**src/design/flash_ctrl_defines.svh**
```systemverilog
`ifndef FLASH_CTRL_DEFINES_SVH
`define FLASH_CTRL_DEFINES_SVH
// Overview of operation
// - target answers at seven-bit address 0x30, write byte 0x60.
// - all four registers hold 0x00 after reset.
// - enable low or supply-low lockout returns every register to default.
// - write stores data byte into register named by the subaddress byte; subaddress 3 (flags) ignores writes.
// - read returns the register last selected by the subaddress.
// - bit 0 is least significant, bit 7 most significant.
// - indicator_level zero is off; 1..7 give continuous 2.5 mA steps.
// - power_led_level zero is off; 1..11 is torch, ignoring the trigger.
// - power_led_level 12..31 stays off until pin or soft trigger.
// - power LED current is 35 mA plus 15 mA per code.
// - hardwired 11 flashes; leaving ends it; 0.82 s gives fault.
// - timed mode: trigger rising edge lights flash until timeout.
// - flash duration is 820 ms minus 54.6 ms per timeout_code.
// - held mode: flash follows trigger; overrun sets timeout_fault, disables.
// - writing soft_trigger 1 acts exactly like the trigger pin.
// - overvoltage, overheat, or timeout outside timed mode pull fault_irq_n low, both interfaces.
// - writing 0x00 to led_level_reg clears faults and releases irq.
// - hardwired mode: both mode_ctrl low clears faults, releases irq.
// - overvoltage shuts down, sets bit D0, holds irq until cleared.
// - overheat disables driver, sets bit D2, holds irq until cleared.
// - cathode grounded 820 ms after torch on sets D3 and disables.
// - interface_select high picks hardwired mode, low picks the serial bus.
// - mode_ctrl pair: 00 off, 01 indicator, 10 torch, 11 flash.
`define I2C_ADDR7 7'h30
`define REG_LED_LEVEL 2'h0
`define REG_TIMER_CFG 2'h1
`define REG_SOFT_TRIG 2'h2
`define REG_PROT_FLAGS 2'h3
`define REG_RESET_VAL 8'h00
`define PWR_MSB 7
`define PWR_LSB 3
`define IND_MSB 2
`define IND_LSB 0
`define TMO_MSB 7
`define TMO_LSB 4
`define TIMED_SEL_BIT 0
`define SOFT_TRIG_BIT 0
`define OVERVOLTAGE_FAULT_BIT 0
`define TIMEOUT_FAULT_BIT 1
`define OVERHEAT_FAULT_BIT 2
`define SHORT_FAULT_BIT 3
`define TORCH_MAX_CODE 5'h0b
`define FLASH_MIN_CODE 5'h0c
`define MODE_OFF 2'h0
`define MODE_IND 2'h1
`define MODE_TORCH 2'h2
`define MODE_FLASH 2'h3
`define LED_BASE_MA 10'h023
`define LED_STEP_MA 10'h00f
`define IND_STEP_HALF_MA 6'h05
`define CLK_PERIOD_NS 5
`define FLASH_MAX_US 820000
`define FLASH_STEP_US 54600
`define SHORT_WAIT_US 820000
`endif

```
**src/design/flash_ctrl_pkg.sv**
```systemverilog
package flash_ctrl_pkg;
  typedef enum logic [3:0] {
    I2C_IDLE, I2C_ADDR, I2C_ADDR_ACK, I2C_SUB, I2C_SUB_ACK,
    I2C_WDATA, I2C_WDATA_ACK, I2C_RDATA, I2C_RDATA_ACK
  } i2c_state_t;
endpackage

```
**src/design/sync_2ff.sv**
```systemverilog
`timescale 1ns/1ps
module sync_2ff #(
  parameter int W = 1
) (
  input wire logic i_sys_clk,
  input wire logic i_rst_n,
  input wire logic [W-1:0] i_async,
  output logic [W-1:0] o_sync
);
  logic [W-1:0] stage1;
  always_ff @(posedge i_sys_clk)
  begin
    if (!i_rst_n)
    begin
      stage1 <= '0;
      o_sync <= '0;
    end
    else
    begin
      stage1 <= i_async;
      o_sync <= stage1;
    end
  end
endmodule // sync_2ff

```
**src/design/cycle_timer.sv**
```systemverilog
`timescale 1ns/1ps
module cycle_timer #(
  parameter int W = 28
) (
  input wire logic i_sys_clk,
  input wire logic i_rst_n,
  input wire logic i_run,
  input wire logic [W-1:0] i_limit,
  output logic o_expired
);
  logic [W-1:0] count;
  // restarts from zero whenever run drops; expiry holds until then
  always_ff @(posedge i_sys_clk)
  begin
    if (!i_rst_n || !i_run)
    begin
      count <= '0;
      o_expired <= 1'b0;
    end
    else if (count >= i_limit - W'(1))
      o_expired <= 1'b1;
    else
      count <= count + W'(1);
  end
endmodule // cycle_timer

```
**src/design/flash_led_control_and_faults.sv**
```systemverilog
`timescale 1ns/1ps
`include "flash_ctrl_defines.svh"
module flash_led_control_and_faults #(
  parameter int TW = 28,
  parameter int unsigned FLASH_MAX_CYCLES = `FLASH_MAX_US * 1000 / `CLK_PERIOD_NS,
  parameter int unsigned FLASH_STEP_CYCLES = `FLASH_STEP_US * 1000 / `CLK_PERIOD_NS,
  parameter int unsigned SHORT_WAIT_CYCLES = `SHORT_WAIT_US * 1000 / `CLK_PERIOD_NS
) (
  input wire logic i_sys_clk,
  input wire logic i_rst_n,
  input wire logic i_enable,
  input wire logic i_supply_low_lockout,
  input wire logic i_interface_select,
  input wire logic i_mode_ctrl_hi,
  input wire logic i_mode_ctrl_lo,
  input wire logic i_flash_trigger_pin,
  input wire logic i_overvoltage_trip,
  input wire logic i_overheat_trip,
  input wire logic i_cathode_grounded,
  input wire logic i_scl,
  input wire logic i_sda,
  output logic o_sda_out,
  output logic o_sda_oe,
  output logic o_fault_irq_n_out,
  output logic o_fault_irq_n_oe,
  output logic o_indicator_on,
  output logic [5:0] o_indicator_half_ma,
  output logic o_power_led_on,
  output logic o_torch_active,
  output logic o_flash_active,
  output logic [9:0] o_power_led_ma,
  output logic [3:0] o_fault_flags
);
  logic [9:0] pins_s;
  logic enable_s, lockout_s, interface_select_s, trig_s, ov_s, ot_s, gnd_s, scl_s, sda_s;
  logic [1:0] mode_s;
  logic scl_q, sda_q;
  logic soft_rst, regs_rst, hw_mode;
  flash_ctrl_pkg::i2c_state_t i2c_state;
  logic [7:0] shreg, txreg, rd_word;
  logic [3:0] bitcnt;
  logic [1:0] sub;
  logic rw, nack, wr_pulse;
  logic [7:0] wr_data;
  logic [7:0] led_level_reg, timer_cfg_reg, soft_trig_reg;
  logic [3:0] faults, next_faults;
  logic start_cond, stop_cond, scl_rise, scl_fall;
  logic [4:0] pwr_code;
  logic [2:0] ind_code;
  logic timed_sel, trig, trig_q, flash_level, torch_level, disabled;
  logic flash_on, torch_on, flash_exp, short_exp, fault_clear;
  logic [TW-1:0] flash_limit;

  function automatic logic [7:0] reg_read(input logic [1:0] a, input logic [3:0] f);
    unique case (a)
      `REG_LED_LEVEL: reg_read = led_level_reg;
      `REG_TIMER_CFG: reg_read = timer_cfg_reg;
      `REG_SOFT_TRIG: reg_read = soft_trig_reg;
      `REG_PROT_FLAGS: reg_read = {4'h0, f};
    endcase
  endfunction
  assign rd_word = reg_read(sub, faults);

  // every pin from outside except the clock and i_rst_n passes two flops first
  sync_2ff #(.W(10)) u_pin_sync (
    .i_sys_clk(i_sys_clk),
    .i_rst_n(i_rst_n),
    .i_async({i_enable, i_supply_low_lockout, i_interface_select, i_mode_ctrl_hi,
      i_mode_ctrl_lo, i_flash_trigger_pin, i_overvoltage_trip, i_overheat_trip,
      i_cathode_grounded, i_scl}),
    .o_sync(pins_s)
  );
  sync_2ff #(.W(1)) u_sda_sync (
    .i_sys_clk(i_sys_clk),
    .i_rst_n(i_rst_n),
    .i_async(i_sda),
    .o_sync(sda_s)
  );
  assign {enable_s, lockout_s, interface_select_s, mode_s, trig_s, ov_s, ot_s, gnd_s, scl_s} = pins_s;

  assign soft_rst = !enable_s || lockout_s;
  assign regs_rst = !i_rst_n || soft_rst;
  assign hw_mode = interface_select_s;

  always_ff @(posedge i_sys_clk)
  begin
    if (!i_rst_n)
    begin
      scl_q <= 1'b1;
      sda_q <= 1'b1;
    end
    else
    begin
      scl_q <= scl_s;
      sda_q <= sda_s;
    end
  end
  assign start_cond = scl_s && scl_q && sda_q && !sda_s;
  assign stop_cond = scl_s && scl_q && !sda_q && sda_s;
  assign scl_rise = scl_s && !scl_q;
  assign scl_fall = !scl_s && scl_q;

  // serial target; ignored while the hardwired interface is chosen
  always_ff @(posedge i_sys_clk)
  begin
    wr_pulse <= 1'b0;
    if (regs_rst || hw_mode || stop_cond)
    begin
      i2c_state <= flash_ctrl_pkg::I2C_IDLE;
      o_sda_oe <= 1'b0;
      bitcnt <= 4'h0;
      shreg <= 8'h00;
      txreg <= 8'h00;
      rw <= 1'b0;
      nack <= 1'b0;
      wr_pulse <= 1'b0;
      wr_data <= 8'h00;
      if (regs_rst)
        sub <= 2'h0;
    end
    else if (start_cond)
    begin
      i2c_state <= flash_ctrl_pkg::I2C_ADDR;
      o_sda_oe <= 1'b0;
      bitcnt <= 4'h0;
    end
    else if (scl_rise)
    begin
      if (i2c_state == flash_ctrl_pkg::I2C_RDATA_ACK)
        nack <= sda_s;
      else
      begin
        shreg <= {shreg[6:0], sda_s};
        bitcnt <= bitcnt + 4'h1;
      end
    end
    else if (scl_fall)
    begin
      unique case (i2c_state)
        flash_ctrl_pkg::I2C_IDLE: ;
        flash_ctrl_pkg::I2C_ADDR:
          if (bitcnt == 4'h8)
          begin
            if (shreg[7:1] == `I2C_ADDR7)
            begin
              rw <= shreg[0];
              o_sda_oe <= 1'b1;
              i2c_state <= flash_ctrl_pkg::I2C_ADDR_ACK;
            end
            else
              i2c_state <= flash_ctrl_pkg::I2C_IDLE;
          end
        flash_ctrl_pkg::I2C_ADDR_ACK:
        begin
          bitcnt <= 4'h0;
          if (rw)
          begin
            txreg <= rd_word;
            o_sda_oe <= !rd_word[7];
            i2c_state <= flash_ctrl_pkg::I2C_RDATA;
          end
          else
          begin
            o_sda_oe <= 1'b0;
            i2c_state <= flash_ctrl_pkg::I2C_SUB;
          end
        end
        flash_ctrl_pkg::I2C_SUB:
          if (bitcnt == 4'h8)
          begin
            sub <= shreg[1:0];
            o_sda_oe <= 1'b1;
            i2c_state <= flash_ctrl_pkg::I2C_SUB_ACK;
          end
        flash_ctrl_pkg::I2C_SUB_ACK, flash_ctrl_pkg::I2C_WDATA_ACK:
        begin
          o_sda_oe <= 1'b0;
          bitcnt <= 4'h0;
          i2c_state <= flash_ctrl_pkg::I2C_WDATA;
        end
        flash_ctrl_pkg::I2C_WDATA:
          if (bitcnt == 4'h8)
          begin
            wr_data <= shreg;
            wr_pulse <= 1'b1;
            o_sda_oe <= 1'b1;
            i2c_state <= flash_ctrl_pkg::I2C_WDATA_ACK;
          end
        flash_ctrl_pkg::I2C_RDATA:
          if (bitcnt == 4'h8)
          begin
            o_sda_oe <= 1'b0;
            i2c_state <= flash_ctrl_pkg::I2C_RDATA_ACK;
          end
          else
          begin
            txreg <= {txreg[6:0], 1'b0};
            o_sda_oe <= !txreg[6];
          end
        flash_ctrl_pkg::I2C_RDATA_ACK:
          if (nack)
            i2c_state <= flash_ctrl_pkg::I2C_IDLE;
          else
          begin
            bitcnt <= 4'h0;
            txreg <= rd_word;
            o_sda_oe <= !rd_word[7];
            i2c_state <= flash_ctrl_pkg::I2C_RDATA;
          end
      endcase
    end
  end
  assign o_sda_out = 1'b0;

  // control registers
  always_ff @(posedge i_sys_clk)
  begin
    if (regs_rst)
    begin
      led_level_reg <= `REG_RESET_VAL;
      timer_cfg_reg <= `REG_RESET_VAL;
      soft_trig_reg <= `REG_RESET_VAL;
    end
    else if (wr_pulse)
    begin
      unique case (sub)
        `REG_LED_LEVEL: led_level_reg <= wr_data;
        `REG_TIMER_CFG: timer_cfg_reg <= wr_data;
        `REG_SOFT_TRIG: soft_trig_reg <= wr_data;
        `REG_PROT_FLAGS: ;
      endcase
    end
  end

  assign pwr_code = led_level_reg[`PWR_MSB:`PWR_LSB];
  assign ind_code = led_level_reg[`IND_MSB:`IND_LSB];
  assign timed_sel = timer_cfg_reg[`TIMED_SEL_BIT];
  assign trig = trig_s || soft_trig_reg[`SOFT_TRIG_BIT];
  assign flash_level = pwr_code >= `FLASH_MIN_CODE;
  assign torch_level = pwr_code != 5'h00 && pwr_code <= `TORCH_MAX_CODE;
  assign disabled = |faults;
  // hardwired mode keeps the fixed longest window
  assign flash_limit = hw_mode ? TW'(FLASH_MAX_CYCLES) :
    TW'(FLASH_MAX_CYCLES - FLASH_STEP_CYCLES * 32'(timer_cfg_reg[`TMO_MSB:`TMO_LSB]));

  always_ff @(posedge i_sys_clk)
  begin
    if (regs_rst)
      trig_q <= 1'b0;
    else
      trig_q <= trig;
  end

  always_ff @(posedge i_sys_clk)
  begin
    if (regs_rst || disabled)
      flash_on <= 1'b0;
    else if (hw_mode)
      flash_on <= mode_s == `MODE_FLASH && !flash_exp;
    else if (timed_sel)
    begin
      if (trig && !trig_q && flash_level)
        flash_on <= 1'b1;
      else if (flash_exp || !flash_level)
        flash_on <= 1'b0;
    end
    else
      flash_on <= trig && flash_level && !flash_exp;
  end

  always_ff @(posedge i_sys_clk)
  begin
    if (regs_rst || disabled)
      torch_on <= 1'b0;
    else if (hw_mode)
      torch_on <= mode_s == `MODE_TORCH;
    else
      torch_on <= torch_level;
  end

  cycle_timer #(.W(TW)) u_flash_timer (
    .i_sys_clk(i_sys_clk),
    .i_rst_n(!regs_rst),
    .i_run(flash_on),
    .i_limit(flash_limit),
    .o_expired(flash_exp)
  );
  cycle_timer #(.W(TW)) u_short_timer (
    .i_sys_clk(i_sys_clk),
    .i_rst_n(!regs_rst),
    .i_run(torch_on),
    .i_limit(TW'(SHORT_WAIT_CYCLES)),
    .o_expired(short_exp)
  );

  // a change between torch levels leaves torch_on high, so the short timer keeps counting
  assign fault_clear = hw_mode ? mode_s == `MODE_OFF :
    wr_pulse && sub == `REG_LED_LEVEL && wr_data == 8'h00;

  always_comb
  begin
    next_faults = fault_clear ? 4'h0 : faults;
    // a new event wins over a clear in the same cycle
    if (ov_s)
      next_faults[`OVERVOLTAGE_FAULT_BIT] = 1'b1;
    if (flash_exp && flash_on && (hw_mode || !timed_sel))
      next_faults[`TIMEOUT_FAULT_BIT] = 1'b1;
    if (ot_s)
      next_faults[`OVERHEAT_FAULT_BIT] = 1'b1;
    if (short_exp && torch_on && gnd_s)
      next_faults[`SHORT_FAULT_BIT] = 1'b1;
  end

  always_ff @(posedge i_sys_clk)
  begin
    if (regs_rst)
      faults <= 4'h0;
    else
      faults <= next_faults;
  end

  always_ff @(posedge i_sys_clk)
  begin
    if (regs_rst)
      o_fault_irq_n_oe <= 1'b0;
    else
      o_fault_irq_n_oe <= |next_faults;
  end
  assign o_fault_irq_n_out = 1'b0;

  always_ff @(posedge i_sys_clk)
  begin
    if (regs_rst)
    begin
      o_indicator_on <= 1'b0;
      o_indicator_half_ma <= 6'h00;
      o_power_led_ma <= 10'h000;
    end
    else
    begin
      o_indicator_on <= !disabled && (hw_mode ? mode_s == `MODE_IND : ind_code != 3'h0);
      o_indicator_half_ma <= 6'(ind_code) * `IND_STEP_HALF_MA;
      o_power_led_ma <= pwr_code == 5'h00 ? 10'h000 :
        `LED_BASE_MA + 10'(pwr_code) * `LED_STEP_MA;
    end
  end

  assign o_torch_active = torch_on;
  assign o_flash_active = flash_on;
  assign o_power_led_on = torch_on || flash_on;
  assign o_fault_flags = faults;
endmodule // flash_led_control_and_faults

```
**config.mk**
```make
export PLATFORM = sky130hd
export DESIGN_NAME = flash_led_control_and_faults
export DESIGN_NICKNAME = d
export VERILOG_FILES = /design/src/design/flash_ctrl_pkg.sv /design/src/design/sync_2ff.sv /design/src/design/cycle_timer.sv /design/src/design/flash_led_control_and_faults.sv
export VERILOG_INCLUDE_DIRS = /design/src /design/src/design
export SDC_FILE = /design/constraint.sdc
export NUM_CORES = 1
export LEC_CHECK = 0
export BUFFER_PORTS_ARGS = -buffer_cell sky130_fd_sc_hd__buf_2
export CAP_MARGIN = 20
export CORE_ASPECT_RATIO = 2
export CORE_MARGIN = 2
export CORE_UTILIZATION = 54
export DETAILED_ROUTE_END_ITERATION = 12
export PLACE_DENSITY = 0.82
export SYNTH_ARGS = -nofsm -noshare
export SYNTH_HDL_FRONTEND = slang
export SYNTH_SLANG_ARGS = --single-unit
```
**constraint.sdc**
```tcl
create_clock -name i_sys_clk -period 6.66 [get_ports i_sys_clk]
set_input_delay 1.332 -clock i_sys_clk [delete_from_list [all_inputs] [get_ports i_sys_clk]]
set_output_delay 1.332 -clock i_sys_clk [all_outputs]
set_load 0.02 [all_outputs]
```
==> reports/metrics.cfg, run 1 <==
[drt]
via_count=8126
wl_met3_um=794
ant_nets=0
drc=0
wl_met2_um=11900
first_pass_iters=5
drt_wl_total_um=22000
top_layer_used=met4
drt_iter0_drc=370
wl_per_cell_um=16.4
wl_met1_um=8020
vias_per_cell=6.06

[logic_synthesis]
yosysTopAreaCell=dfxtp_1
synthTopCellsByCount=166 x dfxtp_1, 117 x nor2_1, 113 x nand2_1
avgSynthCellArea_sq_um=8.67
synth-edff-count=2
syn_inst=1099
synth_area_leaders=dfxtp_1 35%, ha_1 10%, mux2i_1 5.0%
yosysSeqAreaShare=0.355
netlist.area_leader.share=0.349
ys_ff_latch=168
synth_async_sr_flop_share=0
synth_cell_types=76
yosysMostFrequentCell=dfxtp_1
ys_warn_count=0
synth_ff_type=dfxtp_1
synthesis.area_sq_um=9530

[hold_path]
hold_path.class=reg -> reg

[cells_and_area]
largestRegisters=u_flash_timer.count (28), u_short_timer.count (28)
final_util=0.606
syn_to_final_growth_pct=9.93
drive_above_1_share=0.0972
num-nets-final=1216
final_cell_area_sq_um=10500
diodes=0

[timing]
fmax_ghz=0.173
skew_ns=0.0117
setup_viol=0
slew_viol_final=0
period_share=0.868
worst_pin_slew_ns=0.962
final-hold-violation-count=0
slew_headroom=0.359
worst_slack_ns=0.880
post-route-min-period_ns=5.78
holdWs_ns=0.440
grt_setup_unrepaired=no
fin_setup_tns_ns=0

[critical_path]
rr_startpoint=timer_cfg_reg[7]
cp_max_fo=9
crit_path_start=timer_cfg_reg[7]
critical_path_arrival_ns=6.14
r2r_slack_ns=0.88
r2r_cells=20
critPathKind=reg -> reg
endpoint_kind=flop
timing.rr.end=u_flash_timer.count[23]
required_ns=7.02
critPathLaunchType=flop
crit_path_end=u_flash_timer.count[23]

[cts]
cts_buffer_depth=2
cts_resized=0
root_buffer=clkbuf_16
cts-buffers-inserted=17
clk_transition_reported_paths_ns=0.07
ctsHoldBuffers=0
cts_max_level=4
cts_sinks=168
cts_setup_buffers=0
cts_tree=done
worstSkewPairLatency_ns=0.44

[power_and_ir_drop]
ir_worst_vdd_mv=0.171
p_leak_nw=4.15
powerDensity_nw_per_um2=198

[floorplan]
num_rows=68
core_area_sq_um=17300
dieArea_sq_um=18800
initial_core_util=0.552
die_w_um=97.9
die_h_um=192
pin_count=41

[job]
drv_cap=0

[grt]
grt_max_degree=32
grt_pass1_vias=8073
grt_util_all_layers=0.242
grt-ovfl-total=0
grt_pass1_wl_um=37200
antenna_found_initial=0

[placement]
place_ws_ns=0.953
io_buffers=38
place_congestion=0.869
place_hpwl_um=16200
place_area_sq_um=9850

[run_status]
status=finished, final reports clean

## how the worst min path moves through the flow
stage | start | to | depth (start not counted)
2_1_floorplan | u_pin_sync.stage1[0] | u_pin_sync.o_sync[0] | 1
3_3_place_gp | u_pin_sync.stage1[8] | u_pin_sync.o_sync[8] | 1
3_5_place_dp | u_pin_sync.stage1[5] | u_pin_sync.o_sync[5] | 1
4_1_cts | u_pin_sync.stage1[7] | u_pin_sync.o_sync[7] | 1
5_1_grt | u_pin_sync.stage1[2] | u_pin_sync.o_sync[2] | 1
6_report | u_pin_sync.stage1[9] | u_pin_sync.o_sync[9] | 1
## layout make-up
cell class	count	area (sq um)
Sequential cell	168	3380
Tap cell	210	263
Timing Repair Buffer	46	250
Clock inverter	15	195
Fill cell	1486	6800
Multi-Input combinational cell	845	5800
Inverter	41	154
Clock buffer	17	425
## where the power goes
group / total [mW] / internal [mW] / switching [mW]
clock network: 1.03 / 0.547 / 0.482
logic: 0.0256 / 0.0103 / 0.0153
registers: 1.02 / 1.01 / 0.00695
## cells by family after synthesis
group                      synth area share
adders and majority gates             0.115
DFF                                   0.355
AOI/OAI and AO/OA                     0.149
and+or+nand+nor                       0.232
buffers and inverters                0.0376
muxes                                0.0670
other                              0.000394
xor gates and xnor gates             0.0441
## through the flow
stage	cells	power [mW]
5_1_grt	1342	2.13
3_5_place_dp	1310	1.07
4_1_cts	1342	2.09
6_report	1342	2.08
3_3_place_gp	1309	1.07
2_1_floorplan	1100	1.06
## critical path, cell delays in order, from the launching register on
cell      delay (ns)
dfxtp_1         0.40
ha_1            0.24
xnor2_1         0.30
inv_1           0.13
ha_1            0.19
or2_2           0.31
ha_1            0.34
a211oi_1        0.34
o21bai_1        0.13
a211oi_1        0.50
a21o_1          0.27
nand2_1         0.07
a21oi_1         0.14
ha_1            0.29
a21oi_1         0.23
o21ai_0         0.15
a211oi_1        0.51
o21ai_0         0.31
buf_4           0.24
nor4b_1         0.38
mux2i_1         0.22
## routing by layer
metal,track usage,vias to the layer above
met2,0.457,240
li1,-,3958
met3,0.0328,94
met4,0.161,0
met5,0,-
met1,0.241,3834
## cells in the final DEF, fill, tap and decap left out, types with 7 or more instances in the layout
cell type	netlist	final
dfxtp_1	166	166
nor2_1	117	117
nand2_1	113	113
a21oi_1	80	80
ha_1	78	78
mux2i_1	48	48
inv_1	40	40
xnor2_1	38	38
buf_2	4	38
nand3_1	37	37
and2_1	34	34
nand2b_1	21	21
o21ai_0	20	20
nand4_1	20	20
nor3_1	17	17
nor4_1	17	17
clkbuf_16	0	17
or4_1	13	13
nor2b_1	12	12
and3_1	11	11
o31ai_1	11	11
a211oi_1	11	10
xor2_1	10	10
a31oi_1	8	8
a21o_1	8	8
buf_4	2	8
a211o_1	7	7
Power figures use the tool's default switching activity.
==> inputs of run 2 (changes only) <==
- SYNTH_HIERARCHICAL: default -> 1
- clock period: 6.66 -> 7.2 ns (I/O delays scaled with it)
==> run 2 against run 1 <==
  * Combinational power grew to 2.6 times the previous value
  * Routed wire length up 22%
  * Die area is 18% higher
  * Worst hold slack got worse by 0.0082 ns
  * Synthesized cell count is 23% higher
  * Utilization grew 1.2 points
==> reports/metrics.cfg, run 2 <==
[run_status]
status=finished, final reports clean  ; unchanged

[power_and_ir_drop]
p_seq_frac=0.482  ; was 0.492
p_comb_frac=0.034  ; was 0.012
clock_power_share=0.484  ; was 0.496
internal-power_mw=1.47  ; was 1.57 mW
p_leak_nw=5.17  ; was 4.15 nW
p_sw_mw=0.490  ; was 0.505 mW
total_power_mw=1.96  ; was 2.08 mW
ir_worst_vdd_mv=0.229  ; was 0.171 mV
powerDensity_nw_per_um2=155  ; was 198 nW/um^2
switching_share=0.251  ; was 0.243

[cells_and_area]
instances_no_fill=1738  ; was 1,342
syn_to_final_growth_pct=11.9  ; was 9.93%
largestRegisters=u_flash_timer/count (28), u_short_timer/count (28)  ; was u_flash_timer.count (28), u_short_timer.count (28)
drive_above_1_share=0.0836  ; was 0.0972
diodes=0  ; unchanged
num-nets-final=1592  ; was 1,216
nFillCells=1753  ; was 1,486
mostFrequentLayoutCell=dfxtp_1  ; unchanged
mostFrequentLayoutCells=166 x dfxtp_1, 164 x nor2_1, 114 x ha_1  ; was 166 x dfxtp_1, 117 x nor2_1, 113 x nand2_1

[drt]
first_pass_iters=5  ; unchanged
via_count=10100  ; was 8,126
ant_nets=0  ; unchanged
drt_wl_total_um=26800  ; was 22,000 um
drt_iter0_drc=452  ; was 370
drc=0  ; unchanged
vias_per_cell=5.82  ; was 6.06
wl_per_cell_um=15.4  ; was 16.4 um

[cts]
worstSkewPairLatency_ns=0.45  ; was 0.44 ns
cts_max_level=4  ; unchanged
cts_tree=done  ; unchanged
cts_resized=0  ; unchanged
clk_transition_reported_paths_ns=0.07  ; about the same
cts_sinks=168  ; unchanged
cts_buffer_depth=2  ; unchanged
cts_setup_buffers=0  ; unchanged
cts-buffers-inserted=17  ; unchanged
ctsHoldBuffers=0  ; unchanged
root_buffer=clkbuf_16  ; unchanged

[floorplan]
die_h_um=209  ; was 192 um
pin_count=41  ; unchanged
core_area_sq_um=20500  ; was 17,300 sq um
dieArea_sq_um=22200  ; was 18,800 sq um
num_rows=74  ; was 68
die_w_um=106  ; was 97.9 um
initial_core_util=0.553  ; was 0.552

[placement]
place_congestion=0.927  ; was 0.869
dp_cells=1703  ; was 1,310
io_buffers=38  ; unchanged
place_hpwl_um=20200  ; was 16,200 um

[logic_synthesis]
synth_mux_area_frac=0.0519  ; was 0.0670
synth_simple_gate_area_frac=0.267  ; was 0.232
synth_ff_type=dfxtp_1  ; unchanged
synth_top_family_by_area=simple AND/OR/NAND/NOR gates  ; unchanged
yosysSeqAreaShare=0.299  ; was 0.355
syn_inst=1352  ; was 1,099
synth_area_leaders=dfxtp_1 29%, ha_1 13%, nor2_1 5.4%  ; was dfxtp_1 35%, ha_1 10%, mux2i_1 5.0%
yosysTopAreaCell=dfxtp_1  ; unchanged
ys_ff_latch=168  ; unchanged
ys_warn_count=6  ; was 0
synthTopCellsByCount=166 x dfxtp_1, 164 x nor2_1, 114 x ha_1  ; was 166 x dfxtp_1, 117 x nor2_1, 113 x nand2_1
synthAdderAreaFrac=0.137  ; was 0.115
synth_xor_area_frac=0.0704  ; was 0.0441
yosysMostFrequentCell=dfxtp_1  ; unchanged
synth-compound-area-share=0.133  ; was 0.149
synth-edff-count=2  ; unchanged
synthesis.area_sq_um=11300  ; was 9530 sq um
synth_cell_types=79  ; was 76
avgSynthCellArea_sq_um=8.37  ; was 8.67 sq um
synth_async_sr_flop_share=0  ; unchanged
netlist.area_leader.share=0.294  ; was 0.349

[critical_path]
cp_max_fo=12  ; was 9
endpoint_kind=flop  ; unchanged
required_ns=7.54  ; was 7.02 ns
critPathLaunchType=flop  ; unchanged
critPathKind=reg -> reg  ; unchanged
critical_path_arrival_ns=7.00  ; was 6.14 ns

[grt]
grt_util_all_layers=0.244  ; was 0.242
grt_pass1_wl_um=44200  ; was 37,200 um
antenna_found_initial=0  ; unchanged
grt-ovfl-total=0  ; unchanged
grt_max_degree=48  ; was 32
grt_pass1_vias=9975  ; was 8,073

[timing]
fmax_ghz=0.150  ; was 0.173 GHz
grt_setup_unrepaired=no  ; unchanged
final-hold-violation-count=0  ; unchanged
fin_setup_tns_ns=0  ; unchanged
slew_headroom=0.310  ; was 0.359
post-route-min-period_ns=6.66  ; was 5.78 ns
skew_ns=0.0109  ; was 0.0117 ns
holdWs_ns=0.432  ; was 0.440 ns
period_share=0.925  ; was 0.868
setup_viol=0  ; unchanged
worst_pin_slew_ns=1.03  ; was 0.962 ns
slew_viol_final=0  ; unchanged

[job]
drv_cap=0  ; unchanged

[hold_path]
hold_path.class=reg -> reg  ; unchanged

## run 2: routing by layer
layer  vias to the layer above  GRT usage  routed length (um)
li1                       4948          -                   -
met1                      4766      0.230                9550
met2                       281      0.464               14500
met3                       116     0.0396                 973
met4                         0      0.173                1800
met5                         -          0                   0
## run 2: layout make-up
| type | instances | area (sq um) | area share |
|---|---|---|---|
| multi-input combinational | 1177 | 7860 | 0.620 |
| sequential | 168 | 3380 | 0.267 |
| clock buffer | 17 | 425 | 0.0336 |
| tap | 266 | 333 | 0.0263 |
| timing repair buffer | 46 | 288 | 0.0227 |
| clock inverter | 15 | 193 | 0.0152 |
| inverter | 49 | 184 | 0.0145 |
## run 2: worst max-delay path, cell delays in order (launching register included)
cell	delay [ns]
dfxtp_1	0.50
ha_1	0.24
xor2_1	0.07
buf_4	0.19
ha_1	0.18
or2_2	0.29
ha_1	0.35
a311o_1	0.35
a32oi_1	0.28
o21a_1	0.29
a211oi_2	0.16
or3b_2	0.53
nor3_1	0.34
nand2b_1	0.19
nor2_1	0.12
nand2_1	0.07
xor2_1	0.15
ha_1	0.31
nand4_1	0.16
nor4_1	0.09
a221oi_1	0.41
nand3_1	0.47
nor2_1	0.45
a31oi_1	0.14
a41o_1	0.21
## run 2: cell families after synthesis
kind of cell    Yosys count
other cells               2
compound gates          230
simple gates            577
xor+xnor                 91
buf+inv                 111
mux                      53
fa+ha+maj               120
flops                   168
## run 2: path summary, 6_finish.rpt
check / startpoint / end / slack (ns) / cells after the start
worst max-delay path: timer_cfg_reg[7] / u_flash_timer/count[27] / 0.54 / 24
worst min-delay path: u_pin_sync/stage1[8] / u_pin_sync/o_sync[8] / 0.43 / 1
worst max register to register: timer_cfg_reg[7] / u_flash_timer/count[27] / 0.54 / 24
worst min register to register: u_pin_sync/stage1[8] / u_pin_sync/o_sync[8] / 0.43 / 1
## run 2: power by group through the flow
stage / clock network [mW] / logic, mW / registers [mW]
after floorplan: 0 / 0.0543 / 0.962
after global placement: 0 / 0.0600 / 0.965
after detailed placement: 0 / 0.0618 / 0.965
after CTS: 0.963 / 0.0621 / 0.943
after global routing: 1.00 / 0.0767 / 0.944
final: 0.947 / 0.0659 / 0.944
## run 2: stage by stage
step / setup slack [ns] / util / instance area (sq um)
floorplan: 1.54 / - / 11700
global placement: 0.869 / 0.586 / 12000
detailed placement: 0.681 / 0.586 / 12000
CTS: 0.663 / 0.616 / 12600
global route: 0.00384 / 0.619 / 12700
finish: 0.536 / 0.619 / 12700
==> inputs of run 3 (changes only) <==
- CELL_PAD_IN_SITES_DETAIL_PLACEMENT: default -> 0
- CELL_PAD_IN_SITES_GLOBAL_PLACEMENT: default -> 1
- CORE_ASPECT_RATIO: 2 -> 1.2
- CORE_UTILIZATION: 54 -> 52
- PLACE_DENSITY: 0.82 -> 0.95
==> run 3 against run 2 <==
  * Worst hold slack lost 0.00087 ns
  * Flip-flop and latch count is the same
  * Final cell count grew 0.46%
  * Setup slack gained 0.13 ns
  * Total power shrank 0.41%
  * Sequential power is essentially flat
  * Non-clock buffer count is the same
  * Clock skew grew 0.0017 ns
  * Highest routed layer unchanged
==> reports/metrics.cfg, run 3 (synthesis gave the netlist of run 2 again) <==
[grt]
grt_max_degree=48  ; unchanged
grt_util_all_layers=0.224  ; was 0.244
met1_usage=0.282  ; was 0.230
gr-usage-met3=0.0280  ; was 0.0396
grt_pass1_wl_um=42800  ; was 44,200 um
busiest_layer=met2  ; unchanged
antenna_found_initial=0  ; unchanged
grtUsageMet2=0.406  ; was 0.464
grt-ovfl-total=0  ; unchanged
grt_pass1_vias=8845  ; was 9,975

[placement]
place_ws_ns=0.706  ; was 0.681 ns
place_area_sq_um=12000  ; about the same
place_congestion=0.849  ; was 0.927
dp_cells=1713  ; was 1,703
io_buffers=38  ; unchanged
place_hpwl_um=18800  ; was 20,200 um

[cells_and_area]
instances_no_fill=1746  ; was 1,738
num-nets-final=1592  ; unchanged
drive_above_1_share=0.0836  ; unchanged
syn_to_final_growth_pct=11.8  ; was 11.9%
nFillCells=1976  ; was 1,753
mostFrequentLayoutCell=dfxtp_1  ; unchanged
final_cell_area_sq_um=12700  ; about the same
diodes=0  ; unchanged
final_util=0.587  ; was 0.619
mostFrequentLayoutCells=166 x dfxtp_1, 164 x nor2_1, 114 x ha_1  ; unchanged
largestRegisters=u_flash_timer/count (28), u_short_timer/count (28)  ; unchanged

[cts]
ctsHoldBuffers=0  ; unchanged
cts_tree=done  ; unchanged
cts_sinks=168  ; unchanged
clk_transition_reported_paths_ns=0.07  ; about the same
cts_max_level=4  ; unchanged
cts_setup_buffers=0  ; unchanged
worstSkewPairLatency_ns=0.43  ; was 0.45 ns
cts_resized=0  ; unchanged
root_buffer=clkbuf_16  ; unchanged
cts_buffer_depth=2  ; unchanged
cts-buffers-inserted=17  ; unchanged

[timing]
fin_setup_tns_ns=0  ; unchanged
worst_slack_ns=0.669  ; was 0.536 ns
final-hold-violation-count=0  ; unchanged
post-route-min-period_ns=6.53  ; was 6.66 ns
grt_setup_unrepaired=no  ; unchanged
slew_viol_final=0  ; unchanged
worst_pin_slew_ns=0.990  ; was 1.03 ns
holdWs_ns=0.431  ; was 0.432 ns
skew_ns=0.0125  ; was 0.0109 ns
fmax_ghz=0.153  ; was 0.150 GHz
slew_headroom=0.337  ; was 0.310
setup_viol=0  ; unchanged
period_share=0.907  ; was 0.925

[hold_path]
hold_path.class=reg -> reg  ; unchanged
holdPathStages=1  ; unchanged
hp-start=u_pin_sync/stage1[8]  ; unchanged
whs_endpoint=u_pin_sync/o_sync[8]  ; unchanged

[critical_path]
endpoint_kind=flop  ; unchanged
cpMostUsedCell=ha_1  ; unchanged
crit_family=simple AND/OR/NAND/NOR gates  ; unchanged
critPathBufInv=1  ; unchanged
critical-path-slowest-cell=or3b_2  ; unchanged
critical_path_arrival_ns=6.81  ; was 7.00 ns
cp_max_fo=12  ; unchanged
critPathLaunchType=flop  ; unchanged
max_stage_delay_ns=0.53  ; about the same
critPathKind=reg -> reg  ; unchanged
required_ns=7.48  ; was 7.54 ns
path_cells=ha_1 > xor2_1 > buf_4 > ha_1 > or2_2 > ha_1 > a311o_1 > a32oi_1 > o21a_1 > a211oi_2 > or3b_2 > nor3_1 > nand2b_1 > nor2_1 > nand2_1 > xor2_1 > ha_1 > nand4_1 > nor4_1 > a221oi_1 > nand4_1 > nor4_1 > xnor2_1 > nor2_1  ; was ha_1 > xor2_1 > buf_4 > ha_1 > or2_2 > ha_1 > a311o_1 > a32oi_1 > o21a_1 > a211oi_2 > or3b_2 > nor3_1 > nand2b_1 > nor2_1 > nand2_1 > xor2_1 > ha_1 > nand4_1 > nor4_1 > a221oi_1 > nand3_1 > nor2_1 > a31oi_1 > a41o_1
rr_startpoint=timer_cfg_reg[7]  ; unchanged
r2r_slack_ns=0.67  ; was 0.54 ns
timing.rr.end=u_flash_timer/count[22]  ; was u_flash_timer/count[27]
r2r_cells=24  ; unchanged

[power_and_ir_drop]
total_power_mw=1.95  ; was 1.96 mW
clock_power_share=0.482  ; was 0.484
p_seq_frac=0.485  ; was 0.482
ir_worst_vdd_mv=0.172  ; was 0.229 mV
powerDensity_nw_per_um2=154  ; was 155 nW/um^2
p_sw_mw=0.475  ; was 0.490 mW
switching_share=0.244  ; was 0.251
p_leak_nw=5.16  ; was 5.17 nW
p_comb_frac=0.033  ; was 0.034
internal-power_mw=1.47  ; about the same

[job]
drv_cap=0  ; unchanged

[drt]
first_pass_iters=5  ; unchanged
wl_per_cell_um=14.4  ; was 15.4 um
drt_wl_total_um=25100  ; was 26,800 um
drc=0  ; unchanged
via_count=9574  ; was 10,100
vias_per_cell=5.48  ; was 5.82
ant_nets=0  ; unchanged
drt_iter0_drc=671  ; was 452

[floorplan]
core_area_sq_um=21600  ; was 20,500 sq um
dieArea_sq_um=23000  ; was 22,200 sq um
die_w_um=139  ; was 106 um
die_h_um=166  ; was 209 um
initial_core_util=0.525  ; was 0.553
pin_count=41  ; unchanged
num_rows=59  ; was 74

[run_status]
status=finished, final reports clean  ; unchanged

## run 3: cell types whose count changed in the layout (fill, tap and decap cells not counted), sizes merged
cell | previous run | this run
inv | 58 | 57
clkinv | 5 | 4
clkbuf | 17 | 19
buf | 46 | 45
clkinvlp | 0 | 1
## run 3: worst max-delay path by stage
stage	from	slack [ns]	end	cells past startpoint
final	timer_cfg_reg[7]	0.67	u_flash_timer/count[22]	24
after global routing	timer_cfg_reg[7]	0.11	u_flash_timer/count[16]	24
after CTS	timer_cfg_reg[7]	0.68	u_flash_timer/count[22]	24
after detailed placement	timer_cfg_reg[7]	0.71	u_flash_timer/count[22]	24
after global placement	timer_cfg_reg[7]	0.87	u_flash_timer/count[22]	24
after floorplan	timer_cfg_reg[5]	1.54	u_flash_timer/count[23]	25
## run 3: cell type report
type                    count  area (sq um)  share of cell area
repair buffers             46           268              0.0212
clock buffers              18           439              0.0347
inverters                  49           184              0.0145
well taps                 274           343              0.0271
clock inverters            14           178              0.0140
flip-flops and latches    168          3380               0.267
multi-input cells        1177          7860               0.621
## run 3: metal layers
metal  part of all wire  wire, um
met1               0.45     11400
met3              0.028       708
met5                  0         0
met4              0.014       361
met2               0.51     12700
## run 3: power by group through the flow
stage	sequential, mW	clock, mW	combinational, mW
after floorplan	0.962	0	0.0543
after global placement	0.966	0	0.0594
after detailed placement	0.966	0	0.0614
after CTS	0.944	0.956	0.0615
after global routing	0.945	0.998	0.0759
final	0.945	0.939	0.0646
